**src/design/hall_seq_pkg.sv**
```systemverilog
`default_nettype none
package hall_seq_pkg;

  // Clock.
  localparam int unsigned CLK_PERIOD_NS = 4;
  localparam int unsigned CLK_HZ = 250_000_000;

  // Completion pulse: 1.8 us least, 3.2 us longest; the block uses the least, rounded up.
  localparam int unsigned EOC_LOW_MIN_NS = 1800;
  localparam int unsigned EOC_LOW_MAX_NS = 3200;
  localparam int unsigned EOC_LOW_CYCLES = (EOC_LOW_MIN_NS + CLK_PERIOD_NS - 1) / CLK_PERIOD_NS;
  localparam int unsigned EOC_LOW_MAX_CYCLES = EOC_LOW_MAX_NS / CLK_PERIOD_NS;
  localparam int EOC_CNT_W = 10;
  localparam logic [EOC_CNT_W-1:0] EOC_LOAD = EOC_CNT_W'(EOC_LOW_CYCLES - 1);

  // Low-power update rates.
  localparam int unsigned LP_SLOW_HZ = 10;
  localparam int unsigned LP_FAST_HZ = 160;
  localparam int unsigned LP_SLOW_CYCLES = CLK_HZ / LP_SLOW_HZ;
  localparam int unsigned LP_FAST_CYCLES = CLK_HZ / LP_FAST_HZ;
  localparam int LP_CNT_W = 25;

  // Register map.
  localparam int AXI_ADDR_W = 8;
  localparam logic [AXI_ADDR_W-1:0] ADDR_CTRL = 8'h00;
  localparam logic [AXI_ADDR_W-1:0] ADDR_TRIG = 8'h04;
  localparam logic [AXI_ADDR_W-1:0] ADDR_STATUS = 8'h08;
  localparam logic [AXI_ADDR_W-1:0] ADDR_MASK = 8'h0C;
  localparam logic [AXI_ADDR_W-1:0] ADDR_RES_X = 8'h10;
  localparam logic [AXI_ADDR_W-1:0] ADDR_RES_Y = 8'h14;
  localparam logic [AXI_ADDR_W-1:0] ADDR_RES_Z = 8'h18;
  localparam logic [AXI_ADDR_W-1:0] ADDR_RES_T = 8'h1C;
  localparam logic [1:0] RESP_OKAY = 2'h0;

  localparam int CTRL_W = 6;
  localparam int CTRL_MODE_LSB = 0;
  localparam int CTRL_CFG_LSB = 2;
  localparam int CTRL_EOC_EN_BIT = 4;
  localparam int CTRL_RATE_BIT = 5;
  localparam logic [CTRL_W-1:0] CTRL_RESET = 6'h10;
  localparam int TRIG_BIT = 0;
  localparam int ST_W = 2;
  localparam int ST_CONV_BIT = 0;
  localparam int ST_CYCLE_BIT = 1;
  localparam int ST_BUSY_BIT = 2;
  localparam logic [ST_W-1:0] MASK_RESET = 2'h0;
  localparam int RES_W = 12;

  typedef enum logic [1:0] {MODE_POWER_DOWN, MODE_LOW_POWER, MODE_FAST, MODE_MASTER} mode_t;
  typedef enum logic [1:0] {CFG_XYZT, CFG_XYZ, CFG_XY, CFG_SPARE} chan_cfg_t;
  typedef enum logic [1:0] {CH_X, CH_Y, CH_Z, CH_T} chan_t;

  // Channel that closes a cycle; the spare code behaves as the full set.
  function automatic chan_t last_chan(input chan_cfg_t cfg);
    case (cfg)
      CFG_XYZ: last_chan = CH_Z;
      CFG_XY: last_chan = CH_Y;
      default: last_chan = CH_T;
    endcase
  endfunction

endpackage
`default_nettype wire

```
**src/design/eoc_pulse_if.sv**
```systemverilog
`default_nettype none
interface eoc_pulse_if;
  logic start;
  logic active;
  modport ctrl (output start, input active);
  modport gen (input start, output active);
endinterface
`default_nettype wire

```
**src/design/eoc_pulse_gen.sv**
```systemverilog
`default_nettype none
module eoc_pulse_gen (
  // Clock and reset
  input wire logic mclk,
  input wire logic rst,
  // Pulse request and state
  eoc_pulse_if.gen pulse
);
  import hall_seq_pkg::*;

  typedef struct packed {
    logic active;
    logic [EOC_CNT_W-1:0] cnt;
  } gen_state_t;

  gen_state_t r;
  gen_state_t n;

  ////////////////////////////////////////////////////////////////////////////
  // A request during a running pulse is merged into it, so the low time is
  // always exact and a fast run of completions cannot hold the line low.
  always_comb begin
    n = r;
    if (pulse.start && !r.active) begin
      n.active = 1'b1;
      n.cnt = EOC_LOAD;
    end else if (r.active) begin
      if (r.cnt == '0) begin
        n.active = 1'b0;
      end else begin
        n.cnt = r.cnt - 1'b1;
      end
    end
  end

  always_ff @(posedge mclk or posedge rst) begin
    if (rst) begin
      r <= '0;
    end else begin
      r <= n;
    end
  end

  assign pulse.active = r.active;

  ////////////////////////////////////////////////////////////////////////////
  // Checks. The low time is counted apart from the down-counter, so a wrong
  // load value or a wrong end test shows up here.
  logic [EOC_CNT_W:0] low_len;

  always_ff @(posedge mclk or posedge rst) begin
    if (rst) begin
      low_len <= '0;
    end else if (r.active) begin
      low_len <= low_len + 1'b1;
    end else begin
      low_len <= '0;
    end
  end
endmodule
`default_nettype wire

```
**src/design/hall_measurement_cycle_sequencer.sv**
```systemverilog
// Chosen here: the AXI4-Lite interface to the registers and the register offsets.
`default_nettype none
module hall_measurement_cycle_sequencer #(
  parameter int unsigned LP_SLOW_PERIOD = hall_seq_pkg::LP_SLOW_CYCLES,
  parameter int unsigned LP_FAST_PERIOD = hall_seq_pkg::LP_FAST_CYCLES
) (
  // Clock and reset
  input wire logic mclk,
  input wire logic rst,
  // AXI4-Lite slave
  input wire logic [hall_seq_pkg::AXI_ADDR_W-1:0] s_axi_awaddr,
  input wire logic s_axi_awvalid,
  output logic s_axi_awready,
  input wire logic [31:0] s_axi_wdata,
  input wire logic [3:0] s_axi_wstrb,
  input wire logic s_axi_wvalid,
  output logic s_axi_wready,
  output logic [1:0] s_axi_bresp,
  output logic s_axi_bvalid,
  input wire logic s_axi_bready,
  input wire logic [hall_seq_pkg::AXI_ADDR_W-1:0] s_axi_araddr,
  input wire logic s_axi_arvalid,
  output logic s_axi_arready,
  output logic [31:0] s_axi_rdata,
  output logic [1:0] s_axi_rresp,
  output logic s_axi_rvalid,
  input wire logic s_axi_rready,
  // Converter front end
  output logic conv_start,
  output logic [1:0] conv_chan,
  input wire logic conv_done,
  input wire logic [hall_seq_pkg::RES_W-1:0] conv_data,
  // External trigger pin
  input wire logic ext_trig,
  // Completion line and interrupt
  output logic eoc_n,
  output logic irq
);
  import hall_seq_pkg::*;

  typedef enum logic {ST_IDLE, ST_CONV} seq_st_t;

  typedef struct packed {
    logic aw_got;
    logic [AXI_ADDR_W-1:0] awaddr;
    logic w_got;
    logic [31:0] wdata;
    logic [3:0] wstrb;
    logic bvalid;
    logic rvalid;
    logic [31:0] rdata;
    logic [CTRL_W-1:0] ctrl;
    logic [ST_W-1:0] status;
    logic [ST_W-1:0] mask;
    logic [3:0][RES_W-1:0] res;
    seq_st_t st;
    chan_t chan;
    chan_cfg_t cyc_cfg;
    logic conv_start;
    logic pend;
    logic [LP_CNT_W-1:0] lp_cnt;
    logic trig_s1;
    logic trig_s2;
    logic trig_s3;
  } state_t;

  localparam state_t STATE_RESET = '{ctrl: CTRL_RESET, mask: MASK_RESET, st: ST_IDLE,
                                     chan: CH_X, cyc_cfg: CFG_XYZT, default: '0};

  state_t r;
  state_t n;
  mode_t seq_mode;
  chan_cfg_t sel_cfg;
  logic [LP_CNT_W-1:0] lp_last;
  logic lp_tick;
  logic ext_edge;
  logic sw_trig;
  logic trig_any;
  logic go;
  logic wr_en;
  logic [ST_W-1:0] st_set;
  logic [ST_W-1:0] st_clr;

  eoc_pulse_if eoc_if ();

  eoc_pulse_gen u_eoc (
    .mclk(mclk),
    .rst(rst),
    .pulse(eoc_if.gen)
  );

  ////////////////////////////////////////////////////////////////////////////
  always_comb begin
    n = r;
    n.conv_start = 1'b0;
    eoc_if.start = 1'b0;
    st_set = '0;
    seq_mode = mode_t'(r.ctrl[CTRL_MODE_LSB +: 2]);
    sel_cfg = chan_cfg_t'(r.ctrl[CTRL_CFG_LSB +: 2]);

    // The pin is asynchronous; the edge detector compares the second and third stages.
    n.trig_s1 = ext_trig;
    n.trig_s2 = r.trig_s1;
    n.trig_s3 = r.trig_s2;
    ext_edge = r.trig_s2 & ~r.trig_s3;

    // Register writes: address and data may arrive in either order.
    if (s_axi_awvalid && s_axi_awready) begin
      n.aw_got = 1'b1;
      n.awaddr = s_axi_awaddr;
    end
    if (s_axi_wvalid && s_axi_wready) begin
      n.w_got = 1'b1;
      n.wdata = s_axi_wdata;
      n.wstrb = s_axi_wstrb;
    end
    wr_en = r.aw_got && r.w_got && r.wstrb[0];
    if (r.aw_got && r.w_got) begin
      n.aw_got = 1'b0;
      n.w_got = 1'b0;
      n.bvalid = 1'b1;
    end
    if (r.bvalid && s_axi_bready) begin
      n.bvalid = 1'b0;
    end
    if (wr_en && r.awaddr == ADDR_CTRL) begin
      n.ctrl = r.wdata[CTRL_W-1:0];
    end
    if (wr_en && r.awaddr == ADDR_MASK) begin
      n.mask = r.wdata[ST_W-1:0];
    end
    st_clr = (wr_en && r.awaddr == ADDR_STATUS) ? r.wdata[ST_W-1:0] : '0;
    sw_trig = wr_en && r.awaddr == ADDR_TRIG && r.wdata[TRIG_BIT];

    // Register reads; unmapped addresses read as zero.
    if (s_axi_arvalid && s_axi_arready) begin
      n.rvalid = 1'b1;
      case (s_axi_araddr)
        ADDR_CTRL: n.rdata = {{(32 - CTRL_W){1'b0}}, r.ctrl};
        ADDR_STATUS: n.rdata = {29'h0, r.st == ST_CONV, r.status};
        ADDR_MASK: n.rdata = {30'h0, r.mask};
        ADDR_RES_X: n.rdata = {20'h0, r.res[CH_X]};
        ADDR_RES_Y: n.rdata = {20'h0, r.res[CH_Y]};
        ADDR_RES_Z: n.rdata = {20'h0, r.res[CH_Z]};
        ADDR_RES_T: n.rdata = {20'h0, r.res[CH_T]};
        default: n.rdata = 32'h0000_0000;
      endcase
    end else if (r.rvalid && s_axi_rready) begin
      n.rvalid = 1'b0;
    end

    lp_last = r.ctrl[CTRL_RATE_BIT] ? LP_CNT_W'(LP_FAST_PERIOD - 1)
                                    : LP_CNT_W'(LP_SLOW_PERIOD - 1);
    lp_tick = 1'b0;
    if (seq_mode != MODE_LOW_POWER) begin
      n.lp_cnt = '0;
    end else if (r.lp_cnt >= lp_last) begin
      n.lp_cnt = '0;
      lp_tick = 1'b1;
    end else begin
      n.lp_cnt = r.lp_cnt + 1'b1;
    end

    trig_any = (seq_mode == MODE_LOW_POWER && (lp_tick || ext_edge)) ||
               (seq_mode == MODE_MASTER && (sw_trig || ext_edge));
    // A trigger during a running cycle is held and starts the next one.
    if (seq_mode == MODE_FAST || seq_mode == MODE_POWER_DOWN) begin
      n.pend = 1'b0;
    end else if (trig_any) begin
      n.pend = 1'b1;
    end
    go = seq_mode == MODE_FAST || r.pend || trig_any;

    case (r.st)
      ST_IDLE: begin
        if (go) begin
          n.st = ST_CONV;
          n.chan = CH_X;
          n.cyc_cfg = sel_cfg;
          n.conv_start = 1'b1;
          n.pend = 1'b0;
        end
      end
      ST_CONV: begin
        if (conv_done) begin
          n.res[r.chan] = conv_data;
          st_set[ST_CONV_BIT] = 1'b1;
          eoc_if.start = r.ctrl[CTRL_EOC_EN_BIT];
          if (r.chan == last_chan(r.cyc_cfg)) begin
            st_set[ST_CYCLE_BIT] = 1'b1;
            if (seq_mode == MODE_FAST) begin
              n.chan = CH_X;
              n.cyc_cfg = sel_cfg;
              n.conv_start = 1'b1;
            end else begin
              n.st = ST_IDLE;
            end
          end else begin
            n.chan = chan_t'(r.chan + 2'h1);
            n.conv_start = 1'b1;
          end
        end
      end
      default: n.st = ST_IDLE;
    endcase

    // A new event wins over a clear written in the same cycle.
    n.status = (r.status & ~st_clr) | st_set;
  end

  always_ff @(posedge mclk or posedge rst) begin
    if (rst) begin
      r <= STATE_RESET;
    end else begin
      r <= n;
    end
  end

  assign s_axi_awready = !r.aw_got && !r.bvalid;
  assign s_axi_wready = !r.w_got && !r.bvalid;
  assign s_axi_bvalid = r.bvalid;
  assign s_axi_bresp = RESP_OKAY;
  assign s_axi_arready = !r.rvalid;
  assign s_axi_rvalid = r.rvalid;
  assign s_axi_rdata = r.rdata;
  assign s_axi_rresp = RESP_OKAY;
  assign conv_start = r.conv_start;
  assign conv_chan = r.chan;
  assign eoc_n = !eoc_if.active;
  assign irq = |(r.status & r.mask);
endmodule
`default_nettype wire

```
**config.mk**
```make
export PLATFORM = sky130hd
export DESIGN_NAME = hall_measurement_cycle_sequencer
export DESIGN_NICKNAME = d
export VERILOG_FILES = /design/src/design/hall_seq_pkg.sv /design/src/design/eoc_pulse_if.sv /design/src/design/eoc_pulse_gen.sv /design/src/design/hall_measurement_cycle_sequencer.sv
export SDC_FILE = /design/constraint.sdc
export NUM_CORES = 1
export LEC_CHECK = 0
export BUFFER_PORTS_ARGS = -buffer_cell sky130_fd_sc_hd__buf_4
export CAP_MARGIN = 0
export CORE_AREA = 2 2 133 135
export DETAILED_ROUTE_END_ITERATION = 8
export DIE_AREA = 0 0 135 137
export GPL_ROUTABILITY_DRIVEN = 1
export SKIP_CTS_REPAIR_TIMING = 1
export SYNTH_ARGS = -nofsm -noshare
export SYNTH_HDL_FRONTEND = slang
export SYNTH_SLANG_ARGS = --single-unit
```
**constraint.sdc**
```tcl
create_clock -name mclk -period 4.25 [get_ports mclk]
set_input_delay 0.425 -clock mclk [delete_from_list [all_inputs] [get_ports mclk]]
set_output_delay 0.425 -clock mclk [all_outputs]
set_load 0.03 [all_outputs]
```
==> results.json <==
{
  "status": "finished clean",
  "ys.flop_type": "dfrtp_1",
  "syn_inst": 583,
  "clkSinkCount": 135,
  "grt_util_met2_pct": 25.9,
  "irDropWorstVdd_mv": 0.388,
  "relSlewSlack_pct": 38.2,
  "cts_buffers": 17,
  "finalSetupViolations": 0,
  "pin_count": 119,
  "core_area_sq_um": 17100,
  "cts-htree-levels": 4,
  "drive_gt1_share_pct": 28.9,
  "setup-tns-final_ns": 0,
  "timing.hold.ws_ns": 0.114,
  "min_period_ns": 3.10,
  "start_util_pct": 39.5,
  "ant_nets": 0,
  "nets": 730,
  "crit_arrival_ns": 3.36,
  "fmax_ghz": 0.323,
  "async_flop_share_pct": 100,
  "path_clk_slew_ns": 0.05,
  "dieArea_sq_um": 18500,
  "globalplace.congestion": 0.860,
  "die_w_microns": 135,
  "synthTopCellsByCount": "dfrtp_1 (134), mux2_2 (69), nor2_1 (45)",
  "syn-cell-area_sq_um": 6740,
  "grt_pass1_vias": 4516,
  "final_cells": 873,
  "drtPass1Iterations": 4,
  "die_h_microns": 137,
  "p_per_area_nw_per_um2": 591,
  "cp-end-kind": "flip-flop",
  "clk_latency_ns": 0.42,
  "dp_cells": 841,
  "synth.area.top_cells": "dfrtp_1 (50%), mux2_2 (12%), buf_4 (4.2%)",
  "worst_setup_path_start_kind": "flip-flop",
  "path_class": "reg2reg",
  "synth.most_common_cell": "dfrtp_1",
  "grt_start_max_net_pins": 74,
  "grt_pass1_wl_microns": 22600,
  "routedWlPerCell_microns": 15.6,
  "required_ns": 4.51,
  "grt_use_met1_pct": 20.3,
  "drc": 0,
  "hp-class": "in2reg",
  "cts_root_buffer": "clkbuf_16",
  "grt-busiest-layer": "met2",
  "clk_path_buf_depth": 2,
  "hold_violations": 0,
  "grt.total_usage_pct": 15.7,
  "synth_top_area_share_pct": 49.8,
  "seq_area_sq_um": 3380,
  "grt_antenna_before_repair": 0,
  "rsz0062_at_grt": "no",
  "vias": 4384,
  "cts_tree": "yes",
  "period_share_pct": 72.8,
  "syn_to_final_growth_pct": 16.3,
  "grt.met3_usage_pct": 3.48,
  "io_buffer_count": 65,
  "p_leak_nw": 3.52,
  "path_max_fanout": 24,
  "hpwlAfterDp_microns": 9520,
  "placed_area_sq_um": 7250,
  "finalClockSkew_ns": 0.00641,
  "stdcell_area_sq_um": 7840,
  "ys_seq_elements": 135,
  "gr-total-overflow": 0,
  "maxSlewViolCount": 0,
  "drtIter0Drc": 150,
  "num_antenna_cells": 0,
  "multi_input_area_sq_um": 3030,
  "rows": 48,
  "via_per_inst": 5.02,
  "cap_violations": 0,
  "synth_warnings": 0,
  "seq_area_frac_synth_pct": 50.2,
  "routed_wl_microns": 13600,
  "synth_largest_area_cell": "dfrtp_1",
  "synthDistinctLibCells": 60,
  "num-fill-cells": 1548,
  "synth_edf_count": 0,
  "syn_area_per_cell_sq_um": 11.6,
  "tightest_slew_ns": 0.927
}
## per-layer routing
metal | routed length, microns | part of all wire (%) | vias up
met3 | 503 | 3.7 | 17
li1 | - | - | 2105
met4 | 218 | 1.6 | 0
met1 | 6190 | 46 | 2165
met2 | 6670 | 49 | 97
met5 | 0 | 0 | -
## layout by cell type, fill, tap and decap left out, types with 5 or more instances in the layout
| cell type | synthesis | final |
|---|---|---|
| a21oi_1 | 13 | 13 |
| nand2_1 | 43 | 43 |
| o21ai_0 | 10 | 10 |
| mux2i_1 | 7 | 7 |
| xnor2_1 | 18 | 18 |
| nand3_1 | 23 | 23 |
| ha_1 | 22 | 22 |
| nor2_1 | 45 | 45 |
| conb_1 | 1 | 24 |
| clkbuf_16 | 0 | 17 |
| mux4_2 | 12 | 12 |
| inv_1 | 14 | 13 |
| clkinv_2 | 0 | 6 |
| buf_4 | 38 | 67 |
| nor3_1 | 12 | 12 |
| and3_1 | 11 | 11 |
| o21ai_1 | 14 | 14 |
| xor2_1 | 11 | 11 |
| dfrtp_1 | 134 | 134 |
| mux2_2 | 69 | 69 |
| nand4_1 | 5 | 5 |
## report_power, final
| part | internal [mW] | switching [mW] | total [mW] |
|---|---|---|---|
| sequential | 1.70 | 0.299 | 2.00 |
| combinational | 0.627 | 0.558 | 1.19 |
| clock | 0.919 | 0.527 | 1.45 |
## logic make-up (layout without fill, tap and decap cells)
family / Yosys count / after routing / synth area share [%]
compound gates: 65 / 65 / 6.44
xor+xnor: 29 / 29 / 3.77
fa+ha+maj: 22 / 22 / 4.09
buf+inv: 71 / 113 / 6.11
flops: 135 / 135 / 50.2
mux: 90 / 90 / 16.9
other cells: 1 / 24 / 0.0557
simple gates: 170 / 170 / 12.5
## critical path, cell delays in order (launching register included)
cell	delay, ns
dfrtp_1	0.59
inv_1	0.29
ha_1	0.38
a21o_1	0.11
a21oi_1	0.06
o31ai_1	0.52
o2111ai_1	0.19
nand2_1	0.65
nor2_1	0.13
## worst paths after layout
kind / startpoint / depth (start not counted) / slack [ns] / to
setup / recovery: r[92]$_DFFE_PP0P_ / 8 / 1.15 / r[5]$_DFF_PP0_
hold / removal: ext_trig / 1 / 0.11 / n[1]$_DFF_PP0_
setup reg to reg: r[92]$_DFFE_PP0P_ / 8 / 1.15 / r[5]$_DFF_PP0_
hold reg to reg: n[1]$_DFF_PP0_ / 0 / 0.35 / n[0]$_DFF_PP0_
max in group asynchronous: rst / 3 / 3.02 / s_axi_bvalid$_DFFE_PP0P_
min in group asynchronous: rst / 2 / 0.21 / r[13]$_DFF_PP0_
## per-stage QoR
step                worst slack (ns)  util [%]  total power, mW
floorplan                      0.216         -             2.90
global placement                1.22      42.5             3.14
detailed placement              1.09      42.5             3.22
CTS                             1.07      46.0             4.69
global route                   0.872      46.0             4.91
finish                          1.15      46.0             4.63
## registers in the layout (all words and copies together), names as in the netlist
signal,flops
conv_chan,2
conv_start,1
n,2
r,105
s_axi_bvalid,1
s_axi_rdata,12
s_axi_rvalid,1
u_eoc.pulse.active,1
u_eoc.r,10
## layout make-up
cell class                      count  area share (%)
Inverter                           14           0.702
Tap cell                          225            3.59
Clock buffer                       23            6.23
Clock inverter                      9            1.25
Multi-Input combinational cell    400            38.7
Timing Repair Buffer               67            6.42
Sequential cell                   135            43.1
No activity file was read; power rests on OpenSTA's default activity.
